[src/design/tcu_pkg.sv]
// Package of constants and carrier types for the tick counter unit
package tcu_pkg;

    // Bus clock rate and the crossing delay of synchronised value writes
    localparam int unsigned CLK_MHZ   = 50;
    localparam int unsigned SYNC_NS   = 60;
    localparam logic [1:0]  SYNC_CYC  = 2'((SYNC_NS * CLK_MHZ + 999) / 1000);

    localparam int unsigned DATA_W    = 32;
    localparam int unsigned PRE_W     = 10;
    localparam int unsigned NFLAG     = 3;

    // Flag, event and DMA request bit positions
    localparam int unsigned FL_OVF    = 0;
    localparam int unsigned FL_CH0    = 1;
    localparam int unsigned FL_CH1    = 2;

    // Write selector codes
    localparam logic [2:0] SEL_CTRL    = 3'h0;
    localparam logic [2:0] SEL_DBG     = 3'h1;
    localparam logic [2:0] SEL_COUNT   = 3'h2;
    localparam logic [2:0] SEL_PER     = 3'h3;
    localparam logic [2:0] SEL_CC0     = 3'h4;
    localparam logic [2:0] SEL_CC1     = 3'h5;
    localparam logic [2:0] SEL_FLAGCLR = 3'h6;

    // Counter width masks and period reset value
    localparam logic [31:0] MASK_8    = 32'h0000_00ff;
    localparam logic [31:0] MASK_16   = 32'h0000_ffff;
    localparam logic [31:0] MASK_32   = 32'hffff_ffff;
    localparam logic [31:0] PER_RST   = 32'h0000_00ff;

    // Prescaler last-count values for divide by 1,2,4,8,16,64,256,1024
    localparam logic [9:0] PRE_D1     = 10'h000;
    localparam logic [9:0] PRE_D2     = 10'h001;
    localparam logic [9:0] PRE_D4     = 10'h003;
    localparam logic [9:0] PRE_D8     = 10'h007;
    localparam logic [9:0] PRE_D16    = 10'h00f;
    localparam logic [9:0] PRE_D64    = 10'h03f;
    localparam logic [9:0] PRE_D256   = 10'h0ff;
    localparam logic [9:0] PRE_D1024  = 10'h3ff;

    typedef enum logic [2:0] {
        TCU_M8  = 3'b001,
        TCU_M16 = 3'b010,
        TCU_M32 = 3'b100
    } tcu_mode_e;

    typedef enum logic [1:0] {
        TCU_NFRQ = 2'h0,
        TCU_MFRQ = 2'h1,
        TCU_NPWM = 2'h2,
        TCU_MPWM = 2'h3
    } tcu_wave_e;

    // Control word, packed from WR.data[18:0], first field at the top
    typedef struct packed {
        logic       enable;
        logic       soft_reset;
        logic       count_events;
        logic       dir_down;
        tcu_mode_e  mode;
        tcu_wave_e  wavegen;
        logic [2:0] presc;
        logic [1:0] capten;
        logic [1:0] inven;
        logic [2:0] inten;
    } tcu_cfg_s;

    localparam int unsigned CFG_W = $bits(tcu_cfg_s);

    typedef struct packed {
        logic        valid;
        logic [2:0]  sel;
        logic [31:0] data;
        logic        from_debugger;
    } tcu_wr_s;

    typedef struct packed {
        tcu_cfg_s    cfg;
        logic        dbg_run;
        logic [31:0] count;
        logic [31:0] per;
        logic [31:0] cc0;
        logic [31:0] cc1;
        logic [9:0]  pre_cnt;
        logic [2:0]  flags;
        logic [2:0]  dma;
        logic [2:0]  ev;
        logic [1:0]  tgl;
        logic [1:0]  wo;
        logic        irq;
        logic [1:0]  sync_cnt;
        logic [2:0]  pend_sel;
        logic [31:0] pend_data;
        logic        refused;
        logic        busy;
    } tcu_state_s;

    localparam tcu_cfg_s CFG_RST = '{
        enable: 1'b0, soft_reset: 1'b0, count_events: 1'b0,
        dir_down: 1'b0, mode: TCU_M16, wavegen: TCU_NFRQ,
        presc: 3'h0, capten: 2'h0, inven: 2'h0, inten: 3'h0};

    localparam tcu_state_s ST_RST = '{
        cfg: CFG_RST, per: PER_RST, default: '0};

endpackage : tcu_pkg

[src/design/tcu_tick_counter_unit.sv]
// Tick counter unit: counter, prescaler, two compare/capture channels
`timescale 1ns/100ps
`default_nettype none

// Behaviour
// - The counter advances on incoming events or on counting clock ticks.
// - The counter runs as 8, 16 or 32 bits; 32 bits stands for a pair.
// - An input event captures the count into enabled channels.
// - Wave output line 0 gives frequency or single-slope PWM waveforms; line 1 gives PWM only.
// - Wrap and each channel match or capture raise flags and events.
// - The same conditions raise DMA requests and values stay readable for DMA.
// - Counting goes on in sleep while ticks arrive; the interrupt wakes.
// - Events leave on a pulse port for the event router, needing no wake-up.
// - One counting tick input serves both halves of a pair, never two sources.
// - Count, period and compare writes cross through a handshake.
// - A debug halt stops the counter unless debug run is set.
// - Control writes may be protected; value and flag writes are exempt.
// - Protection is lifted while the processor is halted in debug.
// - Writes from an external debugger are never blocked by protection.
// - Event counting bypasses the prescaler; counting ticks are then ignored.
// - Soft reset clears all but debug control and disables the unit.
module tcu_tick_counter_unit
    import tcu_pkg::*;
(
    input  wire logic        CLOCK,
    input  wire logic        NRST,
    input  wire logic        COUNT_TICK,
    input  wire logic        EV_IN,
    input  wire logic        DEBUG_HALT,
    input  wire logic        PROT_ON,
    input  wire logic        BUS_CLK_EN,
    input  wire tcu_wr_s     WR,
    input  wire logic [2:0]  DMA_ACK,
    output logic [1:0]       WAVE_OUT_LINES,
    output logic             IRQ,
    output logic [2:0]       EV_OUT,
    output logic [2:0]       DMA_REQ,
    output logic [31:0]      COUNT_VAL,
    output logic [31:0]      CC0_VAL,
    output logic [31:0]      CC1_VAL,
    output logic             SYNC_BUSY,
    output logic             WR_REFUSED
);

    tcu_state_s st_reg;
    tcu_state_s st_next;

    // Width mask of the selected counter resolution
    function automatic logic [31:0] mode_mask(input tcu_mode_e m);
        case (m)
            TCU_M8:  mode_mask = MASK_8;
            TCU_M32: mode_mask = MASK_32;
            default: mode_mask = MASK_16;
        endcase
    endfunction : mode_mask

    // Last prescaler count before a tick is passed on
    function automatic logic [9:0] presc_last(input logic [2:0] p);
        case (p)
            3'h1:    presc_last = PRE_D2;
            3'h2:    presc_last = PRE_D4;
            3'h3:    presc_last = PRE_D8;
            3'h4:    presc_last = PRE_D16;
            3'h5:    presc_last = PRE_D64;
            3'h6:    presc_last = PRE_D256;
            3'h7:    presc_last = PRE_D1024;
            default: presc_last = PRE_D1;
        endcase
    endfunction : presc_last

    // Next state of the whole unit
    always_comb
    begin
        logic [31:0] mask;
        logic [31:0] top;
        logic [2:0]  set;
        logic [2:0]  clr;
        logic [1:0]  raw;
        logic        run;
        logic        adv;
        logic        bus_ok;
        logic        locked;
        logic        is_sync;
        tcu_cfg_s    wcfg;
        mask    = mode_mask(st_reg.cfg.mode);
        top     = '0;
        set     = '0;
        clr     = '0;
        raw     = '0;
        run     = 1'b0;
        adv     = 1'b0;
        bus_ok  = 1'b0;
        locked  = 1'b0;
        is_sync = 1'b0;
        wcfg    = tcu_cfg_s'(WR.data[CFG_W-1:0]);
        st_next = st_reg;
        st_next.ev      = '0;
        st_next.refused = 1'b0;

        // Top: period in 8-bit mode, else full range; CC0 in match modes
        top = (st_reg.cfg.mode == TCU_M8) ? (st_reg.per & mask) : mask;
        if (st_reg.cfg.wavegen == TCU_MFRQ || st_reg.cfg.wavegen == TCU_MPWM)
            top = st_reg.cc0 & mask;

        // Sleep does not enter here at all, so counting goes on in sleep
        run = st_reg.cfg.enable && !(DEBUG_HALT && !st_reg.dbg_run);

        // Shared tick of the pair, divided unless events are counted
        if (run && COUNT_TICK && !st_reg.cfg.count_events)
        begin
            if (st_reg.pre_cnt >= presc_last(st_reg.cfg.presc))
            begin
                st_next.pre_cnt = '0;
                adv = 1'b1;
            end
            else
                st_next.pre_cnt = st_reg.pre_cnt + 10'h001;
        end
        if (run && st_reg.cfg.count_events && EV_IN)
            adv = 1'b1;

        // Count step with wrap at top or zero
        if (adv)
        begin
            if (!st_reg.cfg.dir_down)
            begin
                if (st_reg.count >= top)
                begin
                    st_next.count = '0;
                    set[FL_OVF] = 1'b1;
                end
                else
                    st_next.count = (st_reg.count + 32'h0000_0001) & mask;
            end
            else if (st_reg.count == '0)
            begin
                st_next.count = top;
                set[FL_OVF] = 1'b1;
            end
            else
                st_next.count = (st_reg.count - 32'h0000_0001) & mask;
            if (!st_reg.cfg.capten[0] && st_reg.count == (st_reg.cc0 & mask))
                set[FL_CH0] = 1'b1;
            if (!st_reg.cfg.capten[1] && st_reg.count == (st_reg.cc1 & mask))
                set[FL_CH1] = 1'b1;
        end

        // Timestamp capture on the input event
        if (run && EV_IN && st_reg.cfg.capten[0])
        begin
            st_next.cc0 = st_reg.count;
            set[FL_CH0] = 1'b1;
        end
        if (run && EV_IN && st_reg.cfg.capten[1])
        begin
            st_next.cc1 = st_reg.count;
            set[FL_CH1] = 1'b1;
        end

        // Waveforms; frequency modes toggle on wrap, PWM compares count
        case (st_reg.cfg.wavegen)
            TCU_NFRQ, TCU_MFRQ:
            begin
                if (set[FL_OVF])
                    st_next.tgl[0] = ~st_reg.tgl[0];
                raw = {1'b0, st_next.tgl[0]};
            end
            TCU_NPWM:
                raw = {st_next.count < (st_reg.cc1 & mask),
                       st_next.count < (st_reg.cc0 & mask)};
            TCU_MPWM:
            begin
                if (set[FL_OVF])
                    st_next.tgl[0] = ~st_reg.tgl[0];
                raw = {st_next.count < (st_reg.cc1 & mask),
                       st_next.tgl[0]};
            end
            default:
                raw = '0;
        endcase
        st_next.wo = raw ^ st_reg.cfg.inven;

        // A held value write lands after the crossing delay, over counting
        if (st_reg.sync_cnt != '0)
        begin
            st_next.sync_cnt = st_reg.sync_cnt - 2'h1;
            if (st_reg.sync_cnt == 2'h1)
            begin
                case (st_reg.pend_sel)
                    SEL_COUNT: st_next.count = st_reg.pend_data & mask;
                    SEL_PER:   st_next.per   = st_reg.pend_data;
                    SEL_CC0:   st_next.cc0   = st_reg.pend_data;
                    SEL_CC1:   st_next.cc1   = st_reg.pend_data;
                    default:   st_next.count = st_next.count;
                endcase
            end
        end

        // Write port; a gated bus clock makes it deaf, not the counter
        bus_ok  = BUS_CLK_EN && WR.valid;
        locked  = PROT_ON && !DEBUG_HALT && !WR.from_debugger
                  && (WR.sel == SEL_CTRL || WR.sel == SEL_DBG);
        is_sync = (WR.sel >= SEL_COUNT) && (WR.sel <= SEL_CC1);
        if (bus_ok)
        begin
            if (locked || (is_sync && st_reg.sync_cnt != '0))
                st_next.refused = 1'b1;
            else
            begin
                case (WR.sel)
                    SEL_CTRL:
                    begin
                        st_next.cfg = wcfg;
                        st_next.cfg.soft_reset = 1'b0;
                    end
                    SEL_DBG:
                        st_next.dbg_run = WR.data[0];
                    SEL_FLAGCLR:
                        clr = WR.data[NFLAG-1:0];
                    SEL_COUNT, SEL_PER, SEL_CC0, SEL_CC1:
                    begin
                        st_next.pend_sel  = WR.sel;
                        st_next.pend_data = WR.data;
                        st_next.sync_cnt  = SYNC_CYC;
                    end
                    default:
                        st_next.refused = 1'b1;
                endcase
            end
        end

        // A new event wins over a clear arriving in the same cycle
        st_next.flags = (st_reg.flags & ~clr) | set;
        st_next.dma   = (st_reg.dma & ~DMA_ACK) | set;
        st_next.ev    = set;
        st_next.irq   = |(st_next.flags & st_reg.cfg.inten);
        // Busy kept as its own flop so the port comes straight from one
        st_next.busy  = (st_next.sync_cnt != '0);

        // Soft reset keeps only the debug run setting
        if (bus_ok && !locked && WR.sel == SEL_CTRL && wcfg.soft_reset)
        begin
            st_next = ST_RST;
            st_next.dbg_run = st_reg.dbg_run;
        end
    end

    // State register
    always_ff @(posedge CLOCK or negedge NRST)
    begin
        if (!NRST)
            st_reg <= ST_RST;
        else
            st_reg <= st_next;
    end

    // Outputs are state fields, so all come straight from flip-flops
    assign WAVE_OUT_LINES = st_reg.wo;
    assign IRQ            = st_reg.irq;
    assign EV_OUT         = st_reg.ev;
    assign DMA_REQ        = st_reg.dma;
    assign COUNT_VAL      = st_reg.count;
    assign CC0_VAL        = st_reg.cc0;
    assign CC1_VAL        = st_reg.cc1;
    assign SYNC_BUSY      = st_reg.busy;
    assign WR_REFUSED     = st_reg.refused;

endmodule : tcu_tick_counter_unit

`default_nettype wire

[config.mk]
export PLATFORM = sky130hd
export DESIGN_NAME = tcu_tick_counter_unit
export DESIGN_NICKNAME = d
export VERILOG_FILES = /design/src/design/tcu_pkg.sv /design/src/design/tcu_tick_counter_unit.sv
export SDC_FILE = /design/constraint.sdc
export NUM_CORES = 1
export LEC_CHECK = 0
export BUFFER_PORTS_ARGS = -buffer_cell sky130_fd_sc_hd__buf_2
export CAP_MARGIN = 15
export CORE_MARGIN = 2
export CORE_UTILIZATION = 32
export DETAILED_ROUTE_END_ITERATION = 10
export GPL_TIMING_DRIVEN = 0
export MAX_ROUTING_LAYER = met4
export PLACE_DENSITY = 0.45
export SLEW_MARGIN = 20
export SYNTH_ARGS = -nofsm -noshare
export SYNTH_HDL_FRONTEND = slang
export SYNTH_SLANG_ARGS = --single-unit
[constraint.sdc]
create_clock -name CLOCK -period 8 [get_ports CLOCK]
set_input_delay 0.8 -clock CLOCK [delete_from_list [all_inputs] [get_ports CLOCK]]
set_output_delay 0.8 -clock CLOCK [all_outputs]
set_load 0.02 [all_outputs]
Word-level counts from Yosys, hierarchy flattened
Cells that the tools add are included.

word-level totals
  input bits = 47
  word-level logic and storage cells = 179
  output and inout port bits = 107
  register bits after elaboration = 209

operators by class
  $lt $le $gt $ge = 6
  add/sub/neg operators = 4
  reductions and logical operators = 53
  equality and inequality tests = 26
  multiplexer cells = 47
  bitwise operators = 17

operator list
  operator                                                                number
  32-bit 2-to-1 mux                                                       12
  128-bit 2-to-1 mux                                                      2
  211-bit 2-to-1 mux                                                      1
  32-bit bitwise AND                                                      6
  37-bit 2-to-1 mux                                                       2
  10-bit case mux with 7 select lines                                     1
  32-bit equality test                                                    2
  32-bit less-than comparator                                             2
  32-bit case mux with 2 select lines                                     1
  20-bit 2-to-1 mux                                                       2
  38-bit 2-to-1 mux                                                       1
  32-bit by 1-bit adder with 32-bit output (second input constant)        1
  32-bit greater-or-equal comparator                                      1
  32-bit zero test                                                        1
  32-bit by 1-bit subtractor with 32-bit output (second input constant)   1
  3-bit equality test (second input constant)                             10
  10-bit 2-to-1 mux                                                       3
  1-bit logical AND                                                       20
  2-bit nonzero test                                                      10
  19-bit 2-to-1 mux                                                       1
  3-bit by 2-bit equality test with 1-bit output (second input constant)  6
  1-bit 2-to-1 mux                                                        15
  3-bit 2-to-1 mux                                                        4
  10-bit by 1-bit adder with 10-bit output (second input constant)        1
  other kinds (25)                                                        47

Depth between registers and ports, before layout
Gate-level depths: netlist (run 1).

  depth after elaboration = 17
  mapped depth = 26
  gate-level depth less buffers = 23

Least setup slack after synthesis (run 1)
OpenSTA, ideal clock, no wires.

  path kind = reg2reg
  start = register st_reg[205] (netlist bit)
  end = register st_reg, in the netlist WAVE_OUT_LINES[1]
  buffers on the path = 6
  cell stages (with the launch flop) = 27
  setup slack = 1.775 ns
  data required time = 7.881 ns
  clock period less this slack = 6.225 ns
  setup time = 0.119 ns
  arrival time = 6.107 ns
  cells stage by stage = dfstp_2 > or3b_2 > clkbuf_1 > clkbuf_1 > clkbuf_1 > clkbuf_1 > buf_1 > o21ai_0 > ha_1 > nand4_1 > or3_1 > a221o_1 > a31oi_1 > nor4_1 > clkbuf_1 > a32o_1 > a211o_1 > ha_1 > nand4_1 > nor3_1 > nand4_1 > nor4_1 > o21ai_0 > o221ai_1 > and4b_1 > and3_1 > o21a_1

RTL lines
  what                      RTL line                      text
  start: declaration        tcu_tick_counter_unit.sv:45   tcu_state_s st_reg;
  start signal: assignment  tcu_tick_counter_unit.sv:254  st_reg <= st_next;

==> results of run 1 <==
metrics by stage:
stage	TNS [ns]	cell area (um2)	power, W	util, %
2_1_floorplan	0	15200	0.00439	-
3_3_place_gp	-4.10	16700	0.00590	35.8
3_5_place_dp	-3.79	16800	0.00593	36.0
4_1_cts	0	17500	0.00696	37.5
5_1_grt	0	17600	0.00746	37.7
6_report	0	17600	0.00705	37.7
critical path: stages, from the launching register on:
cell and delay, ns:
dfrtp_1 0.41, clkbuf_1 0.33, inv_1 0.18, clkbuf_1 0.57, clkbuf_1 0.68, o21ai_0 0.25, ha_1 0.23, a21o_1 0.15
a221o_1 0.38, a221oi_1 0.39, nand2_2 0.27, nor4_4 0.42, clkbuf_2 0.33, nor4b_1 0.28, a221o_1 0.31, ha_1 0.20
nand4_1 0.13, nor3_1 0.35, nand4_1 0.26, nor4_2 0.44, o21ai_0 0.30, o221ai_1 0.24, and4b_1 0.28, and3_1 0.19
o21a_1 0.20
layer usage:
layer / vias up / GRT usage, % / wire length, um
met5: - / - / 0
met4: 0 / 10.4 / 2140
met3: 104 / 5.66 / 5470
met2: 749 / 42.8 / 30700
met1: 7849 / 41.0 / 32900
li1: 7175 / - / -
power by group through the flow:
| stage | sequential (W) | combinational, W | clock (W) |
|---|---|---|---|
| after floorplan | 0.00160 | 0.00279 | 0 |
| after global placement | 0.00198 | 0.00392 | 0 |
| after detailed placement | 0.00198 | 0.00396 | 0 |
| after CTS | 0.00196 | 0.00401 | 0.000983 |
| after global routing | 0.00203 | 0.00442 | 0.00102 |
| final | 0.00199 | 0.00409 | 0.000965 |
path summary, 6_finish.rpt:
kind | from | endpoint | slack [ns] | cells after the start
min reg2reg | st_reg[130] | st_reg[130] | 0.49 | 2
min | NRST | st_reg[27] | 0.25 | 1
min in group CLOCK | st_reg[130] | st_reg[130] | 0.49 | 2
max | st_reg[202] | WAVE_OUT_LINES[1] | 0.08 | 24
max in group asynchronous | NRST | st_reg[134] | 6.58 | 3
max reg2reg | st_reg[202] | WAVE_OUT_LINES[1] | 0.08 | 24
cell usage in the layout, fill, tap and decap left out, drive strengths merged, types with 11 or more instances in the layout:
cell and instances:
and3 20, a21oi 81, nor4 18, a311oi 64, xor2 15, a21o 17, clkbuf 153, nor4bb 11
a31oi 23, nand2b 14, nor2 155, nand3 131, xnor2 53, nor3 33, o32ai 16, inv 57
ha 110, buf 285, dfrtp 176, a211oi 11, a22o 53, or3 22, nand4 38, nand2 223
a221o 11, o211ai 13, o21ai 100
what timing repair did:
item,in CTS,in global routing
endpoints found under the setup margin,2,2
gates cloned,0,0
pin swaps,0,1
buffers inserted,0,6
gates resized for setup,25,6
area by class of cell:
| class | count | area (um2) | area share, % |
|---|---|---|---|
| buffer | 258 | 1410 | 7.98 |
| clock buffer | 19 | 453 | 2.57 |
| clock inverter | 13 | 184 | 1.04 |
| inverter | 54 | 203 | 1.15 |
| multi-input combinational | 1384 | 9100 | 51.6 |
| sequential | 185 | 4640 | 26.3 |
| tap | 607 | 759 | 4.31 |
| timing repair buffer | 161 | 876 | 4.97 |
cells by family (layout without fill, tap and decap cells):
logic type,count (synthesis),after routing,share of synthesized area (%)
fa+ha+maj,110,110,9.04
mux,5,5,0.337
flops,185,185,30.5
compound gates,470,470,22.0
buf+inv,313,505,10.5
simple gates,731,731,23.7
xor+xnor,68,68,3.91
==> results.cfg, run 1 <==
[floorplanning]
initial_utilization_pct = 32.6
io_pins = 154
die_area_um2 = 49300
rows = 79
fp.dieW_um = 222
core_um2 = 46800
die_h_um = 222

[finish]
areaGrowthSynthToFinish_pct = 15.7
final_cells = 2681
n_antenna_cell = 0
fillers = 4922
fin_nets = 2218
drive_above_1_share_pct = 17.6
largest_reg_flops = 78

[pwr]
switchingPower_w = 0.00362
p_sw_share_pct = 51.4
power.density_nw_per_um2 = 400
p_seq_share_pct = 28.3
p_comb_share_pct = 58.0
irDropWorstVdd_uv = 140
p_leak_nw = 7.69
clkPwrFrac_pct = 13.7
p_int_w = 0.00343

[route]
avgRoutedWirePerCell_um = 26.5
drt_iter0_drc = 1573
vias_per_cell = 5.92
wl_um = 71200
drt.antenna.violating_nets = 0
routed-via-count = 15900
firstDrtPassIters = 5
drc = 0

[synth]
synth_ff_type = dfrtp_1
synthArstFlopShare_pct = 100
ys_ff_latch = 185
syn-cell-area_um2 = 15200
ys_types = 80
syn_inst = 1882
yosysTopAreaCell = dfrtp_1
synth_fp_nets = 2039
synth_top_cell_area_share_pct = 28.9
synth.area.top_cells = dfrtp_1 29%, ha_1 9.0%, nand2_1 5.5%, buf_4 5.2%, nand3_1 4.3%
yosysWarningCount = 0
synth_seq_area_share_pct = 30.5
yosysMostFrequentCell = nand2_1
netlist_top_cells_count = 223 x nand2_1, 176 x dfrtp_1, 154 x nor2_1, 136 x clkbuf_1, 131 x nand3_1
synth_area_per_cell_um2 = 8.09
synth_edf_count = 0

[placement]
place_ws_ns = -1.90
dpl.hpwl_um = 56600
place.gp.congestion = 0.974
dp_cells = 2644
io_buffers = 153

[grt]
grt_pass1_vias = 15300
antenna_found_initial = 0
gr-usage-all-layers_pct = 29.6
grt_start_max_net_pins = 77
grt_pass1_wl_um = 104000
globalRoute.totalOverflow = 0

[sta]
hold_violations = 0
setup_viol = 0
relSlewSlack_pct = 28.5
rsz0062_at_grt = false
whs_ns = 0.251
fin_skew_ns = 0.0129
drv_slew = 0
period_needed_ns = 7.92
period_share_pct = 99.0
fmax_mhz = 126
fin_ws_ns = 0.0811
tightest_slew_ns = 1.06

[critical_path]
crit_type = flip-flop to flip-flop
arrival_ns = 8.30
crit_fanout = 10
cp-end-kind = flip-flop
start_kind = flip-flop
cp.required_ns = 8.38

[clock_network]
cts-root-buf = clkbuf_16
clk_latency_ns = 0.51
clk_path_buf_depth = 2
cts.sinks = 185
htree_levels = 4
cts_buffers = 17
clk_pin_slew_ns = 0.08
cts_hold_buf = 0
cts_tree = yes

[min_path]
hold_class = primary input to asynchronous set/reset pin

[run]
max_cap_viol_count = 0

[run_status]
status = finished clean
(Power assumes the default switching activity.)
==> run 2, diff against run 1 <==
ABC_AREA = 1   (was unset)
PLACE_DENSITY = 0.44   (was 0.45)
==> run 2 against run 1 <==
Flip-flop and latch count unchanged. Register-to-register slack better by 0.67 ns. Combinational power increased by 8.8%. Die area up 0.89%. Final cell count increased by 9.6%. Cell area shrank 0.19%. Highest routed layer unchanged.
==> results.cfg, run 2 <==
[run_status]
status = finished clean

[sta]
whs_ns = 0.188
hold_violations = 0
relSlewSlack_pct = 31.8
final.setup.tns_ns = 0
setup_viol = 0
period_needed_ns = 7.25
period_share_pct = 90.6
rsz0062_at_grt = false
fin_skew_ns = 0.00891
tightest_slew_ns = 1.02
fmax_mhz = 138
drv_slew = 0
fin_ws_ns = 0.748

[synth]
yosysTopAreaCell = dfrtp_1
netlist_top_cells_count = 387 x nand2_1, 223 x inv_1, 205 x o21ai_0, 176 x dfrtp_1, 145 x a21oi_1
synth_seq_area_share_pct = 30.2
synth_area_per_cell_um2 = 7.19
syn_inst = 2135
yosysWarningCount = 0
syn-cell-area_um2 = 15400
synth_ff_type = dfrtp_1
ys_types = 70
synthArstFlopShare_pct = 100
synth_fp_nets = 2292
yosysMostFrequentCell = nand2_1
synth_edf_count = 0
synth.area.top_cells = dfrtp_1 29%, nand2_1 9.5%, ha_1 9.0%, o21ai_0 6.7%, inv_1 5.4%
synth-simple-area-share_pct = 22.9
synth_top_cell_area_share_pct = 28.7
yosys.area_share.adder_pct = 8.96
muxShareOfSynthArea_pct = 0
yosys.area_share.xor_xnor_pct = 2.45
synth_top_family_by_area = simple AND/OR/NAND/NOR gates
synth_compound_area_share_pct = 20.9
ys_ff_latch = 185

[pwr]
p_sw_share_pct = 53.7
p_seq_share_pct = 26.0
power.density_nw_per_um2 = 414
switchingPower_w = 0.00391
irDropWorstVdd_uv = 134
clkPwrFrac_pct = 12.9
p_int_w = 0.00337
p_leak_nw = 8.25
p_comb_share_pct = 61.1

[finish]
drive_above_1_share_pct = 17.2
final_common_cell = nand2_1
fin_nets = 2466
layout_common_cells = 387 x nand2_1, 223 x inv_1, 205 x o21ai_0, 176 x dfrtp_1, 171 x buf_2
largest_reg_flops = 78
final_cells = 2938
fin_area_um2 = 17600
areaGrowthSynthToFinish_pct = 14.5

[critical_path]
r2r_setup_slack_ns = 0.75
crit_type = flip-flop to flip-flop
arrival_ns = 7.64
r2r-end = WAVE_OUT_LINES[0]
path_common_cell = nand2_1
start_kind = flip-flop
rr_startpoint = st_reg[205]
cp.required_ns = 8.39
cpPeakStageDelay_ns = 0.56
cp-end-kind = flip-flop
r2r_cells = 31
cp_slowest_cell = buf_1
crit_fanout = 10

[route]
routed-via-count = 16100
firstDrtPassIters = 5
avgRoutedWirePerCell_um = 25.7
drc = 0
drt_iter0_drc = 1439
vias_per_cell = 5.48
wl_um = 75400
drt.antenna.violating_nets = 0

[clock_network]
postCtsResizedCells = 0
clk_latency_ns = 0.46
post-cts-setup-buffer-count = 0
htree_levels = 4
cts.sinks = 185
clk_pin_slew_ns = 0.08
cts-root-buf = clkbuf_16
cts_buffers = 17
clk_path_buf_depth = 2
cts_tree = yes
cts_hold_buf = 0

[floorplanning]
die_h_um = 223
rows = 80
core_um2 = 47500
fp.dieW_um = 223
die_area_um2 = 49800
io_pins = 154
initial_utilization_pct = 32.3

[placement]
place.gp.congestion = 0.967
dpl.hpwl_um = 61700
io_buffers = 153
dp_cells = 2905
place_ws_ns = 0.444
placed_area_um2 = 17000

[min_path]
hold_class = primary input to asynchronous set/reset pin

[grt]
grt_start_max_net_pins = 85
globalRoute.totalOverflow = 0
grt_pass1_wl_um = 109000
antenna_found_initial = 0
gr-usage-all-layers_pct = 31.1
grt_pass1_vias = 15800

[run]
max_cap_viol_count = 0
[run 2: changes by cell type in the layout (fill, tap and decap cells not counted), moves of 22 or more]
cell,previous run,this run
o211ai_1,13,46
nand2_1,222,387
a311oi_1,64,0
o21ai_0,89,205
xor2_1,15,40
a22o_1,53,0
inv_1,53,223
or3_1,22,0
o22ai_1,6,38
xnor2_1,53,3
clkbuf_1,129,70
a21oi_1,77,145
[run 2: how the worst max path moves through the flow]
stage | from | endpoint | slack [ns]
3_3_place_gp | st_reg[205] | WAVE_OUT_LINES[0] | 0.32
4_1_cts | st_reg[205] | WAVE_OUT_LINES[0] | 0.39
6_report | st_reg[205] | WAVE_OUT_LINES[0] | 0.75
2_1_floorplan | st_reg[205] | WAVE_OUT_LINES[0] | 3.61
3_5_place_dp | st_reg[205] | WAVE_OUT_LINES[0] | 0.44
5_1_grt | st_reg[205] | WAVE_OUT_LINES[0] | 0.28
[run 2: final cells by class]
class | instances | area, um2
clock buffer | 18 | 429
antenna | 1 | 2.50
fill | 5164 | 30000
clock inverter | 14 | 185
timing repair buffer | 155 | 831
sequential | 185 | 4640
tap | 615 | 769
inverter | 256 | 976
multi-input combinational | 1482 | 8490
buffer | 212 | 1260
[run 2: metal layers]
layer	GRT usage, %	share of wire (%)	vias up
met5	-	0	-
met4	10.4	3.3	0
met3	4.41	6.3	111
met2	45.5	43	633
met1	43.8	48	7816
li1	-	-	7535
[run 2: critical path: cells and delay by family (launching register included)]
kind	cells	cell delay, ns
AOI/OAI and AO/OA	3	0.78
and+or+nand+nor	20	3.18
DFF	1	0.36
adders and majority gates	2	0.74
buffers and inverters	6	2.09
[run 2: logic make-up (layout without fill, tap and decap cells)]
| logic type | count (synthesis) | count (layout) |
|---|---|---|
| AO/OA/AOI/OAI | 550 | 550 |
| adder cells (fa/ha/maj) | 110 | 110 |
| flip-flops | 185 | 185 |
| other | 0 | 1 |
| AND/OR/NAND/NOR | 779 | 779 |
| buffers and inverters | 468 | 655 |
| XOR/XNOR | 43 | 43 |
[run 2: power by group through the flow]
stage | clock network (W) | registers, W | logic [W]
CTS | 0.000955 | 0.00187 | 0.00440
global route | 0.000987 | 0.00192 | 0.00488
global placement | 0 | 0.00188 | 0.00435
detailed placement | 0 | 0.00188 | 0.00438
finish | 0.000938 | 0.00189 | 0.00445
floorplan | 0 | 0.00158 | 0.00302
[run 2: per-stage QoR]
stage / util [%] / power (W)
global route: 37.0 / 0.00779
floorplan: - / 0.00459
detailed placement: 35.7 / 0.00626
global placement: 35.5 / 0.00624
CTS: 37.0 / 0.00722
finish: 37.0 / 0.00728
==> run 3, diff against run 2 <==
CORE_UTILIZATION = 27   (was 32)
PLACE_DENSITY = 0.39   (was 0.44)
==> run 3 against run 2 <==
Global-route usage fell by 3.9 points. Setup slack got worse by 0.43 ns. Register-to-register slack got worse by 0.43 ns. Final cell count rose by 4.8%. Worst hold slack improved by 0.023 ns. Critical path depth did not move. Critical endpoint unchanged. Largest power group unchanged.
==> results.cfg, run 3 (synthesis results as in run 2) <==
[route]
drc = 0
drt_iter0_drc = 1642
wl_um = 78700
vias_per_cell = 5.24
drt.antenna.violating_nets = 0
routed-via-count = 16100
firstDrtPassIters = 6
avgRoutedWirePerCell_um = 25.6

[grt]
globalRoute.totalOverflow = 0
grt_start_max_net_pins = 80
antenna_found_initial = 0
gr-usage-all-layers_pct = 27.2
grt_pass1_vias = 16000
grt_pass1_wl_um = 113000

[critical_path]
cp-startpoint = st_reg[205]
r2r-end = WAVE_OUT_LINES[0]
crit_end = WAVE_OUT_LINES[0]
crit_fanout = 10
cp_slowest_cell = buf_1
path_common_cell = nand2_1
rr_startpoint = st_reg[205]
cp_top_family = simple AND/OR/NAND/NOR gates
cp_num_cells = 31
r2r_setup_slack_ns = 0.32
worst-path-buf-inv = 6
cp.required_ns = 8.40
arrival_ns = 8.08
crit_type = flip-flop to flip-flop
r2r_cells = 31
cpPeakStageDelay_ns = 0.73
start_kind = flip-flop
cp-end-kind = flip-flop

[clock_network]
clk_latency_ns = 0.46
clk_path_buf_depth = 2
cts.sinks = 185
cts_tree = yes
cts-root-buf = clkbuf_16
clk_pin_slew_ns = 0.08
htree_levels = 4
cts_hold_buf = 0
cts_buffers = 17
post-cts-setup-buffer-count = 0

[sta]
drv_slew = 0
period_share_pct = 96.0
hold_violations = 0
rsz0062_at_grt = false
relSlewSlack_pct = 28.7
tightest_slew_ns = 1.07
fmax_mhz = 130
setup_viol = 0
final.setup.tns_ns = 0
fin_skew_ns = 0.0166
period_needed_ns = 7.68

[finish]
fillers = 6349
layout_common_cells = 387 x nand2_1, 223 x inv_1, 205 x o21ai_0, 176 x dfrtp_1, 171 x buf_2
largest_reg_flops = 78
final_cells = 3078
drive_above_1_share_pct = 17.1
n_antenna_cell = 0
areaGrowthSynthToFinish_pct = 15.5
final_common_cell = nand2_1
fin_nets = 2466

[pwr]
power.density_nw_per_um2 = 410
irDropWorstVdd_uv = 151
p_leak_nw = 8.24

[run]
max_cap_viol_count = 0

[run_status]
status = finished clean

[floorplanning]
die_area_um2 = 58800
fp.dieW_um = 243
initial_utilization_pct = 27.3
die_h_um = 243
rows = 87
core_um2 = 56300
io_pins = 154

[placement]
dpl.hpwl_um = 64300
place.gp.congestion = 0.965
dp_cells = 3046
io_buffers = 153

[min_path]
hold_class = primary input to asynchronous set/reset pin
-- run 3: cell count changes in the layout (fill, tap and decap cells not counted), sizes merged --
cell and change:
clkinv +2, bufinv -1, clkbuf +1, buf +1, diode -1, inv -3
-- run 3: how the worst min path moves through the flow --
stage,startpoint,to,slack [ns],depth (start not counted)
after floorplan,st_reg[193],IRQ,0.46,2
after global placement,st_reg[50],st_reg[50],0.49,2
after detailed placement,st_reg[193],IRQ,0.49,2
after CTS,NRST,COUNT_VAL[26],0.22,1
after global routing,NRST,COUNT_VAL[26],0.23,1
final,NRST,COUNT_VAL[26],0.21,1
-- run 3: what timing repair did --
action / CTS / global route
hold endpoints to repair: 0 / 0
setup endpoints to repair: 0 / 1
gates resized for setup: 0 / 1
-- run 3: metal layers --
layer | part of all wire [%] | vias up | track usage [%]
met1 | 48 | 7937 | 38.3
met5 | 0 | - | -
li1 | - | 7536 | -
met2 | 45 | 589 | 41.9
met3 | 5.2 | 61 | 2.77
met4 | 1.9 | 0 | 5.94
-- run 3: cell type report --
type | instances | area [um2] | area share [%]
Clock buffer | 20 | 447 | 2.52
Tap cell | 756 | 946 | 5.33
Inverter | 256 | 976 | 5.50
Multi-Input combinational cell | 1482 | 8490 | 47.9
Clock inverter | 12 | 144 | 0.811
Buffer | 212 | 1260 | 7.12
Timing Repair Buffer | 155 | 831 | 4.68
Sequential cell | 185 | 4640 | 26.2
-- run 3: where the power goes --
group,internal [W],total (W),switching [W]
Sequential,0.00132,0.00191,0.000587
Combinational,0.00155,0.00446,0.00291
Clock,0.000476,0.000907,0.000431
-- run 3: worst register-to-register path: cells and delay by family (launching register included) --
kind                     cells  cell delay [ns]
flip-flops                   1             0.36
AND/OR/NAND/NOR             19             2.98
adder cells (fa/ha/maj)      2             0.76
buffers and inverters        6             2.42
AO/OA/AOI/OAI                4             1.09
-- run 3: metrics by stage --
stage / instance area (um2) / util, % / total power [W] / setup slack (ns) / hold WS, ns
3_3_place_gp: 17100 / 30.3 / 0.00629 / 0.311 / 0.493
5_1_grt: 17700 / 31.5 / 0.00780 / 0.00476 / 0.225
4_1_cts: 17700 / 31.5 / 0.00724 / 0.238 / 0.221
2_1_floorplan: 15400 / - / 0.00459 / 3.61 / 0.463
3_5_place_dp: 17100 / 30.4 / 0.00632 / 0.296 / 0.494
6_report: 17700 / 31.5 / 0.00728 / 0.317 / 0.211
